File: config.mk
export PLATFORM = sky130hd
export DESIGN_NAME = serial_unit
export DESIGN_NICKNAME = d
export VERILOG_FILES = /design/src/logic/serial_pkg.sv /design/src/logic/rate_div.sv /design/src/logic/serial_unit.sv
export SDC_FILE = /design/constraint.sdc
export NUM_CORES = 1
export LEC_CHECK = 0
export BUFFER_PORTS_ARGS = -buffer_cell sky130_fd_sc_hd__buf_2
export CELL_PAD_IN_SITES_DETAIL_PLACEMENT = 1
export CELL_PAD_IN_SITES_GLOBAL_PLACEMENT = 2
export CORE_UTILIZATION = 34
export CTS_CLUSTER_SIZE = 20
export DETAILED_ROUTE_END_ITERATION = 10
export MAX_ROUTING_LAYER = met4
export PLACE_DENSITY = 0.74
export RECOVER_POWER = 25
export SLEW_MARGIN = 20
export SYNTH_ARGS = -nofsm -noshare
export SYNTH_HDL_FRONTEND = slang
export SYNTH_SLANG_ARGS = --single-unit
File: constraint.sdc
create_clock -name core_clk -period 2 [get_ports core_clk]
set_clock_uncertainty 0.15 [all_clocks]
set_input_delay 0.3 -clock core_clk [delete_from_list [all_inputs] [get_ports core_clk]]
set_output_delay 0.3 -clock core_clk [all_outputs]
set_load 0.01 [all_outputs]
File: src/logic/serial_pkg.sv
// constants and carriers shared by the serial flag and clock pin block
package serial_pkg;
  localparam int CLK_HZ = 125_000_000;
  // register offsets
  localparam logic [3:0] OFS_MODE    = 4'h0;
  localparam logic [3:0] OFS_CONTROL = 4'h1;
  localparam logic [3:0] OFS_STATUS  = 4'h2;
  localparam logic [3:0] OFS_TXHOLD  = 4'h3;
  localparam logic [3:0] OFS_RXHOLD  = 4'h4;
  localparam logic [3:0] OFS_BAUD    = 4'h5;
  localparam logic [3:0] OFS_SYSCTL  = 4'h6;
  // mode register fields
  localparam int MODE_SYNC_BIT = 7;
  // control register fields
  localparam int CTL_TXEN_BIT  = 5;
  localparam int CTL_RXEN_BIT  = 4;
  localparam int CTL_CKHI_BIT  = 1;
  localparam int CTL_CKLO_BIT  = 0;
  // status register fields
  localparam int ST_TXE_BIT    = 7;
  localparam int ST_RXF_BIT    = 6;
  localparam int ST_OVR_BIT    = 5;
  localparam int ST_FRM_BIT    = 4;
  localparam int ST_PAR_BIT    = 3;
  localparam int ST_TXD_BIT    = 2;
  // system control fields
  localparam int SYS_SUBCLK_BIT = 1;
  localparam int SYS_SUBMODE_BIT = 0;
  // reset values
  localparam logic [7:0] MODE_RST   = 8'h00;
  localparam logic [7:0] CTL_RST    = 8'h00;
  localparam logic [7:0] BAUD_RST   = 8'h00;
  localparam logic [7:0] SYSCTL_RST = 8'h00;
  // timing
  localparam int OVERSAMPLE   = 16;
  localparam int MID_SAMPLE   = 8;
  localparam int FRAME_BITS   = 8;
  localparam int LOWPULSE_NS  = 8;
  localparam int LOWPULSE_CYC = (LOWPULSE_NS * CLK_HZ / 1_000_000 + 999) / 1000 < 1 ? 1 :
                                (LOWPULSE_NS * CLK_HZ / 1_000_000 + 999) / 1000;

  typedef struct packed {
    logic [3:0] addr;
    logic [7:0] wdata;
    logic       wr;
    logic       rd;
  } bus_req_s;

  typedef struct packed {
    logic txd;
    logic sck_o;
    logic sck_oe;
  } pins_s;
endpackage

File: src/logic/rate_div.sv
// divider making the sixteen-times base clock enable
`timescale 1ns/100ps
`default_nettype none
module rate_div #(
  parameter int WIDTH = 8
) (
  // clock and reset
  input  wire logic             core_clk,
  input  wire logic             srst,
  // control
  input  wire logic             run,
  input  wire logic [WIDTH-1:0] divisor,
  // enable out
  output logic                  tick
);
  typedef struct packed {
    logic [WIDTH-1:0] cnt;
    logic             tick;
  } st_s;
  st_s st_q;
  st_s st_d;

  always_comb begin
    st_d = st_q;
    st_d.tick = 1'b0;
    if (!run) begin
      st_d.cnt = '0;
    end else if (st_q.cnt >= divisor) begin
      st_d.cnt = '0;
      st_d.tick = 1'b1;
    end else begin
      st_d.cnt = st_q.cnt + 1'b1;
    end
  end

  always_ff @(posedge core_clk) begin
    if (srst) begin
      st_q <= '0;
    end else begin
      st_q <= st_d;
    end
  end

  assign tick = st_q.tick;
endmodule
`default_nettype wire

File: src/logic/serial_unit.sv
// serial unit: status flags, holding registers, shifters and clock pin control
// Overview of operation
// - clock pin leaving clock-output duty because sync mode is cleared is driven low for one short pulse; setting the clock-high bit first gives none.
// - writing the transmit holding register clears the transmit-empty flag.
// - moving holding byte into the shifter sets the transmit-empty flag.
// - holding writes always accepted; an unmoved byte is overwritten.
// - frame end with receive-full still set raises overrun.
// - reading the receive holding register clears the receive-full flag.
// - a read coinciding with frame end may return the new frame.
// - in subclock modes the unit runs only with division select set.
// - last bit out with transmit-empty set sets transmit-done.
// - asynchronous bits use a sixteen-times base clock, sampled mid-bit.
// - synchronous transmit waits while any receive error flag is set.
//
// Added by the designer: the address map and the address-and-strobe port.
`timescale 1ns/100ps
`default_nettype none
module serial_unit
  import serial_pkg::*;
#(
  parameter int DIV_W = 8
) (
  // clock and reset
  input  wire logic                 core_clk,
  input  wire logic                 srst,
  // register port
  input  wire serial_pkg::bus_req_s bus,
  output logic [7:0]                rdata,
  // serial pins
  input  wire logic                 rxd,
  input  wire logic                 sck_i,
  output serial_pkg::pins_s         pins
);
  import serial_pkg::*;

  typedef enum logic [1:0] {TX_IDLE, TX_START, TX_DATA, TX_STOP} tx_e;
  typedef enum logic [1:0] {RX_IDLE, RX_START, RX_DATA, RX_STOP} rx_e;

  typedef struct packed {
    logic [7:0] mode;
    logic [7:0] ctl;
    logic [7:0] baud;
    logic [7:0] sys;
    logic [7:0] tx_hold;
    logic [7:0] tx_shift;
    logic [7:0] rx_hold;
    logic [7:0] rx_shift;
    logic       txe;
    logic       rxf;
    logic       ovr;
    logic       frm;
    logic       txd_flag;
    tx_e        tx_st;
    rx_e        rx_st;
    logic [3:0] tx_sub;
    logic [2:0] tx_bit;
    logic [3:0] rx_sub;
    logic [2:0] rx_bit;
    logic       sck_was_clk;
    logic       low_pulse;
    logic       sck_prev;
    logic [7:0] rdata;
    pins_s      pins;
  } st_s;

  st_s  st_q;
  st_s  st_d;
  logic tick;
  logic sync_mode;
  logic clk_out;
  logic allowed;

  assign sync_mode = st_q.mode[MODE_SYNC_BIT];
  assign clk_out   = sync_mode && !st_q.ctl[CTL_CKHI_BIT];
  // unit halted in subclock mode unless the division select is set
  assign allowed   = !st_q.sys[SYS_SUBMODE_BIT] || st_q.sys[SYS_SUBCLK_BIT];

  rate_div #(.WIDTH(DIV_W)) u_div (
    .core_clk (core_clk),
    .srst     (srst),
    .run      (allowed),
    .divisor  (st_q.baud),
    .tick     (tick)
  );

  function automatic logic [7:0] status_byte(input st_s s);
    status_byte = 8'h00;
    status_byte[ST_TXE_BIT] = s.txe;
    status_byte[ST_RXF_BIT] = s.rxf;
    status_byte[ST_OVR_BIT] = s.ovr;
    status_byte[ST_FRM_BIT] = s.frm;
    status_byte[ST_TXD_BIT] = s.txd_flag;
  endfunction

  always_comb begin
    logic wr_tx;
    logic rd_rx;
    logic frame_done;
    logic sck_rise;
    logic sck_fall;
    logic bit_step;
    wr_tx = 1'b0;
    rd_rx = 1'b0;
    frame_done = 1'b0;
    sck_rise = 1'b0;
    sck_fall = 1'b0;
    bit_step = 1'b0;
    st_d = st_q;
    st_d.rdata = 8'h00;
    wr_tx = bus.wr && bus.addr == OFS_TXHOLD;
    rd_rx = bus.rd && bus.addr == OFS_RXHOLD;
    // register writes
    if (bus.wr) begin
      unique case (bus.addr)
        OFS_MODE:    st_d.mode = bus.wdata;
        OFS_CONTROL: st_d.ctl = bus.wdata;
        OFS_BAUD:    st_d.baud = bus.wdata;
        OFS_SYSCTL:  st_d.sys = bus.wdata;
        OFS_STATUS: begin
          // software clears error flags by writing zero
          if (!bus.wdata[ST_OVR_BIT]) st_d.ovr = 1'b0;
          if (!bus.wdata[ST_FRM_BIT]) st_d.frm = 1'b0;
          if (!bus.wdata[ST_TXD_BIT]) st_d.txd_flag = 1'b0;
        end
        default: ;
      endcase
    end
    if (wr_tx) begin
      st_d.tx_hold = bus.wdata;
      st_d.txe = 1'b0;
      st_d.txd_flag = 1'b0;
    end
    // reads return data the following cycle; rx read uses updated hold
    if (bus.rd) begin
      unique case (bus.addr)
        OFS_MODE:    st_d.rdata = st_q.mode;
        OFS_CONTROL: st_d.rdata = st_q.ctl;
        OFS_STATUS:  st_d.rdata = status_byte(st_q);
        OFS_TXHOLD:  st_d.rdata = st_q.tx_hold;
        OFS_RXHOLD:  st_d.rdata = st_q.rx_hold;
        OFS_BAUD:    st_d.rdata = st_q.baud;
        OFS_SYSCTL:  st_d.rdata = st_q.sys;
        default:     st_d.rdata = 8'h00;
      endcase
    end
    if (rd_rx) begin
      st_d.rxf = 1'b0;
    end
    // synchronous clock edges
    st_d.sck_prev = clk_out ? st_q.pins.sck_o : sck_i;
    sck_rise = !st_q.sck_prev && (clk_out ? st_q.pins.sck_o : sck_i);
    sck_fall = st_q.sck_prev && !(clk_out ? st_q.pins.sck_o : sck_i);
    // transmitter
    if (!st_q.ctl[CTL_TXEN_BIT] || !allowed) begin
      st_d.tx_st = TX_IDLE;
      st_d.pins.txd = 1'b1;
      st_d.tx_sub = 4'h0;
    end else begin
      bit_step = sync_mode ? sck_fall : (tick && st_q.tx_sub == 4'(OVERSAMPLE - 1));
      if (tick && !sync_mode) st_d.tx_sub = st_q.tx_sub + 4'h1;
      unique case (st_q.tx_st)
        TX_IDLE: begin
          if (!st_q.txe && !(sync_mode && (st_q.ovr || st_q.frm))) begin
            st_d.tx_shift = st_q.tx_hold;
            // a holding write in the same cycle keeps the flag clear
            if (!wr_tx) st_d.txe = 1'b1;
            st_d.tx_bit = 3'h0;
            st_d.tx_sub = 4'h0;
            st_d.tx_st = sync_mode ? TX_DATA : TX_START;
            if (!sync_mode) st_d.pins.txd = 1'b0;
            else st_d.pins.txd = st_q.tx_hold[0];
          end
        end
        TX_START: if (bit_step) begin
          st_d.pins.txd = st_q.tx_shift[0];
          st_d.tx_st = TX_DATA;
        end
        TX_DATA: if (bit_step) begin
          st_d.tx_shift = {1'b0, st_q.tx_shift[7:1]};
          st_d.tx_bit = st_q.tx_bit + 3'h1;
          st_d.pins.txd = st_q.tx_shift[1];
          if (st_q.tx_bit == 3'(FRAME_BITS - 1)) begin
            st_d.pins.txd = 1'b1;
            st_d.tx_st = sync_mode ? TX_IDLE : TX_STOP;
            if (sync_mode && st_d.txe && !wr_tx) st_d.txd_flag = 1'b1;
          end
        end
        TX_STOP: if (bit_step) begin
          st_d.tx_st = TX_IDLE;
          if (st_d.txe && !wr_tx) st_d.txd_flag = 1'b1;
        end
      endcase
    end
    // receiver
    if (!st_q.ctl[CTL_RXEN_BIT] || !allowed) begin
      st_d.rx_st = RX_IDLE;
    end else begin
      if (tick && !sync_mode) st_d.rx_sub = st_q.rx_sub + 4'h1;
      unique case (st_q.rx_st)
        RX_IDLE: begin
          if (sync_mode ? sck_rise : !rxd) begin
            st_d.rx_sub = 4'h0;
            st_d.rx_bit = 3'h0;
            st_d.rx_st = sync_mode ? RX_DATA : RX_START;
            if (sync_mode) st_d.rx_shift = {rxd, st_q.rx_shift[7:1]};
          end
        end
        RX_START: if (tick && st_q.rx_sub == 4'(MID_SAMPLE - 1)) begin
          st_d.rx_sub = 4'h0;
          st_d.rx_st = rxd ? RX_IDLE : RX_DATA;
        end
        RX_DATA: begin
          if (sync_mode ? sck_rise : (tick && st_q.rx_sub == 4'(OVERSAMPLE - 1))) begin
            st_d.rx_shift = {rxd, st_q.rx_shift[7:1]};
            st_d.rx_bit = st_q.rx_bit + 3'h1;
          end
          // sync bit 0 came in on the starting edge
          if (sync_mode ? (st_q.rx_bit == 3'(FRAME_BITS - 2) && sck_rise)
                        : (st_q.rx_bit == 3'(FRAME_BITS - 1) && tick
                           && st_q.rx_sub == 4'(OVERSAMPLE - 1))) begin
            st_d.rx_st = RX_STOP;
          end
        end
        RX_STOP: if (sync_mode || (tick && st_q.rx_sub == 4'(OVERSAMPLE - 1))) begin
          frame_done = 1'b1;
          st_d.rx_st = RX_IDLE;
          if (!sync_mode && !rxd) st_d.frm = 1'b1;
        end
      endcase
    end
    if (frame_done) begin
      if (st_q.rxf) begin
        st_d.ovr = 1'b1;
      end else begin
        st_d.rx_hold = st_q.rx_shift;
        st_d.rxf = 1'b1;
        if (rd_rx) st_d.rdata = st_q.rx_shift;
      end
    end
    // clock pin: in sync mode with the clock-high bit clear the output clock toggles per base tick while transmitting and idles high otherwise
    st_d.sck_was_clk = clk_out;
    st_d.low_pulse = 1'b0;
    if (clk_out) begin
      st_d.pins.sck_oe = 1'b1;
      if (tick && st_q.tx_st != TX_IDLE) st_d.pins.sck_o = !st_q.pins.sck_o;
      else if (st_q.tx_st == TX_IDLE) st_d.pins.sck_o = 1'b1;
    end else if (st_q.sck_was_clk && !sync_mode) begin
      st_d.low_pulse = 1'b1;
      st_d.pins.sck_oe = 1'b1;
      st_d.pins.sck_o = 1'b0;
    end else begin
      st_d.pins.sck_oe = 1'b0;
      st_d.pins.sck_o = 1'b1;
    end
  end

  always_ff @(posedge core_clk) begin
    if (srst) begin
      st_q <= '0;
      st_q.mode <= MODE_RST;
      st_q.ctl <= CTL_RST;
      st_q.baud <= BAUD_RST;
      st_q.sys <= SYSCTL_RST;
      st_q.txe <= 1'b1;
      st_q.txd_flag <= 1'b1;
      st_q.tx_st <= TX_IDLE;
      st_q.rx_st <= RX_IDLE;
      // idle clock level, so no false edge follows reset
      st_q.sck_prev <= 1'b1;
      st_q.pins <= '{txd: 1'b1, sck_o: 1'b1, sck_oe: 1'b0};
    end else begin
      st_q <= st_d;
    end
  end

  assign rdata = st_q.rdata;
  assign pins  = st_q.pins;

  a_txe_clear: assert property (@(posedge core_clk) disable iff (srst)
    bus.wr && bus.addr == OFS_TXHOLD |=> !st_q.txe)
    else $error("transmit-empty not cleared by holding write");
  a_rxf_clear: assert property (@(posedge core_clk) disable iff (srst)
    bus.rd && bus.addr == OFS_RXHOLD && st_q.rx_st != RX_STOP |=> !st_q.rxf)
    else $error("receive-full not cleared by read");
  a_overrun_set: assert property (@(posedge core_clk) disable iff (srst)
    st_q.rx_st == RX_STOP && st_d.rx_st == RX_IDLE && st_q.ctl[CTL_RXEN_BIT] && allowed
    && st_q.rxf |=> st_q.ovr)
    else $error("frame end with receive-full set did not raise overrun");
  a_low_pulse: assert property (@(posedge core_clk) disable iff (srst)
    st_q.low_pulse |-> pins.sck_oe && !pins.sck_o ##1 !st_q.low_pulse)
    else $error("clock pin low pulse wrong");
  a_sync_hold: assert property (@(posedge core_clk) disable iff (srst)
    sync_mode && st_q.ovr && st_q.tx_st == TX_IDLE |=> st_q.tx_st == TX_IDLE)
    else $error("transmit started with error flag set");
  a_sub_halt: assert property (@(posedge core_clk) disable iff (srst)
    !allowed |=> st_q.tx_st == TX_IDLE && st_q.rx_st == RX_IDLE)
    else $error("unit ran in subclock without division select");
  a_txe_load: assert property (@(posedge core_clk) disable iff (srst)
    st_q.tx_st == TX_IDLE && st_d.tx_st != TX_IDLE && !(bus.wr && bus.addr == OFS_TXHOLD)
    |=> st_q.txe && st_q.tx_shift == $past(st_q.tx_hold))
    else $error("shifter load did not set transmit-empty");
  a_rxf_prio: assert property (@(posedge core_clk) disable iff (srst)
    st_q.rx_st == RX_STOP && st_d.rx_st == RX_IDLE && st_q.ctl[CTL_RXEN_BIT] && allowed
    && !st_q.rxf |=> st_q.rxf)
    else $error("frame completion lost receive-full");
  c_tx_frame: cover property (@(posedge core_clk) st_q.tx_st == TX_STOP);
  c_rx_frame: cover property (@(posedge core_clk) st_q.rx_st == RX_STOP ##1 st_q.rxf);
  c_overrun:  cover property (@(posedge core_clk) $rose(st_q.ovr));
  c_lowpulse: cover property (@(posedge core_clk) st_q.low_pulse);
endmodule
`default_nettype wire

==> flow_summary.toml, run 1 <==
[pwr]
power.total_mw = 4.15
power_density_nw_per_um2 = 619
peakVddDrop_v = 0.000475
p_leak_nw = 2.44

[placement]
pre_cts_slack_ns = -0.147
gp_congestion = 0.829
port_buffers = 28
hpwlAfterDp_um = 12500
dp_cells = 912

[logic_synthesis]
async_reset_ff_share_pct = 0
synth_top_cell_area_share_pct = 39.4
synth_area_leaders = "dfxtp_1 (39%), mux2i_1 (6.7%), a21oi_1 (5.2%)"
yosysTopAreaCell = "dfxtp_1"
yosys_warnings = 0
synth_edf_count = 0
syn_nets = 691
yosysSeqAreaShare_pct = 39.4
synth_ff_type = "dfxtp_1"
netlist_area_um2 = 5530
synth_seq_cells = 109
synthCells = 653
synth_area_per_cell_um2 = 8.47
ys_types = 65

[critical_path]
worstPathArrival_ns = 2.14
rr_startpoint = "st_q[17]"
critPathLaunch = "st_q[17]"
r2r_cells = 6
endpoint_kind = "flop"
critPathMaxFanout = 4
startpoint_type = "flop"
rr_endpoint = "st_q[14]"
cp-endpoint = "st_q[14]"
critical_path_class = "flop to flop"
crit_required_ns = 2.13
r2r_slack_ns = -0.01

[sta]
rsz0062_at_grt = "true"
setup_viol = 1
period_share_pct = 101
maxSlewViolCount = 0
relSlewSlack_pct = 58.7
setup_ws_ns = -0.0104
fmax_ghz = 0.497
max_slew.worst_pin.slew_ns = 0.614
period_needed_ns = 2.01
hold_violations = 0

[route]
detail-route-antenna-nets = 0
remaining_drc_errors = 0
drt-initial-drc-count = 279
first_pass_iters = 4
vias = 4901
viasPerCell = 5.22
wl_um = 17100
wire_per_inst_um = 18.2

[clock_network]
cts-htree-levels = 3
clock_latency_ns = 0.35
clock_sinks = 109
cts_root_buffer = "clkbuf_16"
numCtsBuffers = 9
cts_tree = "done"
cts_hold_buf = 0
cts.path.max_buffers = 2
cts.clk_slew.worst_paths_ns = 0.07

[floorplanning]
core_area_um2 = 15900
fp.dieH_um = 130
initial_utilization_pct = 34.8
io_pins = 29
die_w_um = 130
die-area_um2 = 16800
rows = 46

[finish]
num_antenna_cells = 0
final_common_cell = "dfxtp_1"
drive_gt1_share_pct = 20.5
areaGrowthSynthToFinish_pct = 21.4
final_cells = 939
layout_common_cells = "dfxtp_1 (99), nand2_1 (73), buf_4 (64), a21oi_1 (55), nor2_1 (54)"
final_util_pct = 42.3
fin_nets = 757

[outcome]
violations = "setup timing"
status = "finished with violations"

[run]
drv_cap = 0

[global_route]
grt_use_total_pct = 21.7
grt_pass1_wl_um = 26700
grt-ovfl-total = 0
grt_pass1_vias = 5047
grt_max_degree = 77
antenna_found_initial = 0

[min_path]
hp-start = "sck_i"
hold_class = "input pin to flop"
worstHoldPathCells = 3
[state kept, by name, indices dropped and copies added (netlist names)]
register	count
pins	3
rdata	8
st_q	89
u_div.st_q	8
u_div.tick	1
[metal layers]
metal / part of all wire (%) / track usage [%]
met1: 47 / 27.5
met2: 49 / 34.7
met3: 2.6 / 3.51
met4: 1.4 / 8.21
met5: 0 / -
[kinds of logic after synthesis]
kind of cell | after synthesis | synth area share, %
AOI/OAI and AO/OA | 144 | 17.9
xor gates and xnor gates | 13 | 2.06
adders and majority gates | 20 | 4.52
buffers and inverters | 66 | 5.59
DFF | 109 | 39.4
muxes | 39 | 7.30
and+or+nand+nor | 262 | 23.2
[worst min-delay path by stage]
stage                     to  slack [ns]
floorplan           st_q[11]        0.28
CTS                 st_q[11]        0.08
global placement    st_q[92]        0.29
finish              st_q[11]        0.09
detailed placement  st_q[94]        0.30
global route        st_q[85]        0.11
[timing repair]
item	CTS	global route
setup buffers	3	8
endpoints found under the setup margin	20	34
pin swaps	4	8
gates cloned	0	2
resized for setup	11	28
[synth_stat cells, types with 5 or more instances]
library cell	count
buf_1	5
clkbuf_1	23
nor2b_1	20
dfxtp_1	109
o211ai_1	7
nand3_1	47
buf_2	7
ha_1	20
nand2b_1	17
nand2_1	73
mux2i_1	37
a21oi_1	57
o21ai_0	17
nor3_1	6
inv_1	18
a211oi_2	7
xor2_1	9
and2_1	6
and3_1	6
nor2_1	56
nand4_1	6
buf_4	12
a22oi_1	10
[layout make-up]
| type | count | area [um^2] |
|---|---|---|
| Tap cell | 216 | 270 |
| Sequential cell | 109 | 2200 |
| Fill cell | 1907 | 9170 |
| Inverter | 18 | 67.6 |
| Clock inverter | 4 | 25.0 |
| Multi-Input combinational cell | 478 | 3140 |
| Timing Repair Buffer | 103 | 763 |
| Clock buffer | 11 | 243 |
[critical path, cell delays in order (launching register included)]
cell,delay [ns]
dfxtp_2,0.36
ha_4,0.14
nand4_1,0.15
or2_4,0.27
a311o_1,0.36
or3_1,0.37
a21oi_1,0.14
[per-stage QoR]
step           TNS [ns]  cell area, um^2  hold slack, ns
6_report        -0.0104             6720          0.0947
5_1_grt          -0.663             6720           0.108
4_1_cts         -0.0163             6530          0.0847
3_5_place_dp     -0.806             6210           0.303
3_3_place_gp     -0.104             6210           0.292
2_1_floorplan         0             5530           0.278
[power breakdown]
group	switching, mW	internal (mW)	leakage, nW
logic	0.186	0.107	1.43
registers	0.0166	2.18	0.886
clock network	0.795	0.869	0.127
(Power assumes the default switching activity.)
==> inputs of run 2 (changes only) <==
Settings changed: CAP_MARGIN set to 20, CTS_BUF_LIST set to sky130_fd_sc_hd__clkbuf_4 sky130_fd_sc_hd__clkbuf_8 sky130_fd_sc_hd__clkbuf_16.
==> run 2 against run 1 <==
  * The run still ends with setup timing left
  * Worst hold slack lost 0.0011 ns
  * First-iteration DRC count shrank 3.9%
  * Critical path type unchanged
  * Die area is the same
  * Global-route usage is the same
  * Setup slack gained 0.0018 ns
  * Sequential share of layout area is essentially flat
  * Highest routed layer unchanged
==> flow_summary.toml, run 2 (synthesis gave the netlist of run 1 again) <==
[floorplanning]
core_area_um2 = 15900
rows = 46
io_pins = 29
die-area_um2 = 16800
die_w_um = 130
initial_utilization_pct = 34.8
fp.dieH_um = 130

[global_route]
grt_pass1_wl_um = 26700
grt-ovfl-total = 0
grt_use_total_pct = 21.7
antenna_found_initial = 0
grt_pass1_vias = 5045
grt_max_degree = 77

[clock_network]
cts_hold_buf = 0
cts.clk_slew.worst_paths_ns = 0.07
clock_latency_ns = 0.35
cts_root_buffer = "clkbuf_16"
numCtsBuffers = 9
clock_sinks = 109
cts-htree-levels = 3
cts_tree = "done"
cts.path.max_buffers = 2

[pwr]
seqPwrFrac_pct = 52.7
p_sw_mw = 1.00
clockPowerShare_pct = 40.3
pwr-share-comb_pct = 7.0
p_leak_nw = 2.45
peakVddDrop_v = 0.000478
swShare_pct = 24.0
p_int_mw = 3.17
power_density_nw_per_um2 = 621
power.total_mw = 4.17

[outcome]
status = "finished with violations"
violations = "setup timing"

[critical_path]
startpoint_type = "flop"
endpoint_kind = "flop"
rr_startpoint = "st_q[17]"
rr_endpoint = "st_q[14]"
critPathMaxFanout = 4
worstPathArrival_ns = 2.14
r2r_slack_ns = -0.009
crit_required_ns = 2.13
critical_path_class = "flop to flop"
cp-endpoint = "st_q[14]"
critPathLaunch = "st_q[17]"
r2r_cells = 6

[finish]
fin_nets = 757
layout_common_cells = "dfxtp_1 (99), nand2_1 (73), buf_4 (64), a21oi_1 (55), nor2_1 (54)"
num_antenna_cells = 0
final_cells = 939
fillers = 1907
areaGrowthSynthToFinish_pct = 21.5
final_common_cell = "dfxtp_1"
largest_register_ffs = 89
final-seq-area_um2 = 2200
drive_gt1_share_pct = 20.6
final_util_pct = 42.3
multi_input_area_um2 = 3140
largest-register = "st_q"

[route]
detail-route-antenna-nets = 0
remaining_drc_errors = 0
first_pass_iters = 4
wl_um = 17100
vias = 4902
wire_per_inst_um = 18.2
drt-initial-drc-count = 268
viasPerCell = 5.22

[sta]
max_slew.worst_pin.slew_ns = 0.617
tns_ns = -0.00859
setup_viol = 1
rsz0062_at_grt = "true"
hold_violations = 0
fmax_ghz = 0.498
period_needed_ns = 2.01
period_share_pct = 100
setup_ws_ns = -0.00859
relSlewSlack_pct = 58.4
maxSlewViolCount = 0

[placement]
dp_cells = 912
gp_congestion = 0.829
hpwlAfterDp_um = 12500
port_buffers = 28

[run]
drv_cap = 0

[min_path]
hold_class = "input pin to flop"
run 2: cell counts in the layout (fill, tap and decap cells not counted):
Identical to the previous run, type by type.
run 2: power by group through the flow:
stage / clock [mW] / combinational, mW / sequential (mW)
after CTS: 1.77 / 0.293 / 2.20
after detailed placement: 0 / 0.290 / 2.25
final: 1.68 / 0.293 / 2.20
after global routing: 1.83 / 0.318 / 2.20
after global placement: 0 / 0.285 / 2.25
after floorplan: 0 / 0.150 / 2.25
run 2: how the worst min path moves through the flow:
stage,start,to,cells after the start
2_1_floorplan,sck_i,st_q[11],2
6_report,sck_i,st_q[11],3
4_1_cts,sck_i,st_q[11],3
3_5_place_dp,st_q[94],st_q[94],2
3_3_place_gp,st_q[92],st_q[92],2
5_1_grt,bus[2],st_q[85],3
run 2: cell type report:
| cell class | count | share of cell area [%] |
|---|---|---|
| multi-input combinational | 478 | 46.8 |
| tap | 216 | 4.02 |
| sequential | 109 | 32.8 |
| clock buffer | 11 | 3.67 |
| inverter | 18 | 1.01 |
| timing repair buffer | 103 | 11.4 |
| clock inverter | 4 | 0.372 |
run 2: what timing repair did:
action,in CTS,in global routing
pin swaps,4,8
endpoints found under the setup margin,20,34
setup buffers,3,8
resized for setup,11,28
cloned,0,2
run 2: metal layers:
layer	share of wire [%]	track usage (%)	wire length (um)
met3	3.0	3.51	507
met4	1.6	8.21	281
met2	48	34.7	8260
met1	47	27.5	8050
met5	0	-	0
run 2: metrics by stage:
| stage | setup slack [ns] | instance area [um^2] | hold WS [ns] |
|---|---|---|---|
| floorplan | 0.0297 | 5530 | 0.278 |
| global route | -0.0795 | 6720 | 0.108 |
| global placement | -0.0337 | 6210 | 0.292 |
| CTS | -0.0163 | 6540 | 0.0847 |
| detailed placement | -0.147 | 6210 | 0.303 |
| finish | -0.00859 | 6720 | 0.0936 |
run 2: worst max-delay path, stage by stage (launching register included):
cell and delay (ns):
dfxtp_2 0.36, ha_4 0.14, nand4_1 0.15, or2_4 0.27
a311o_1 0.36, or3_1 0.37, a21oi_1 0.14
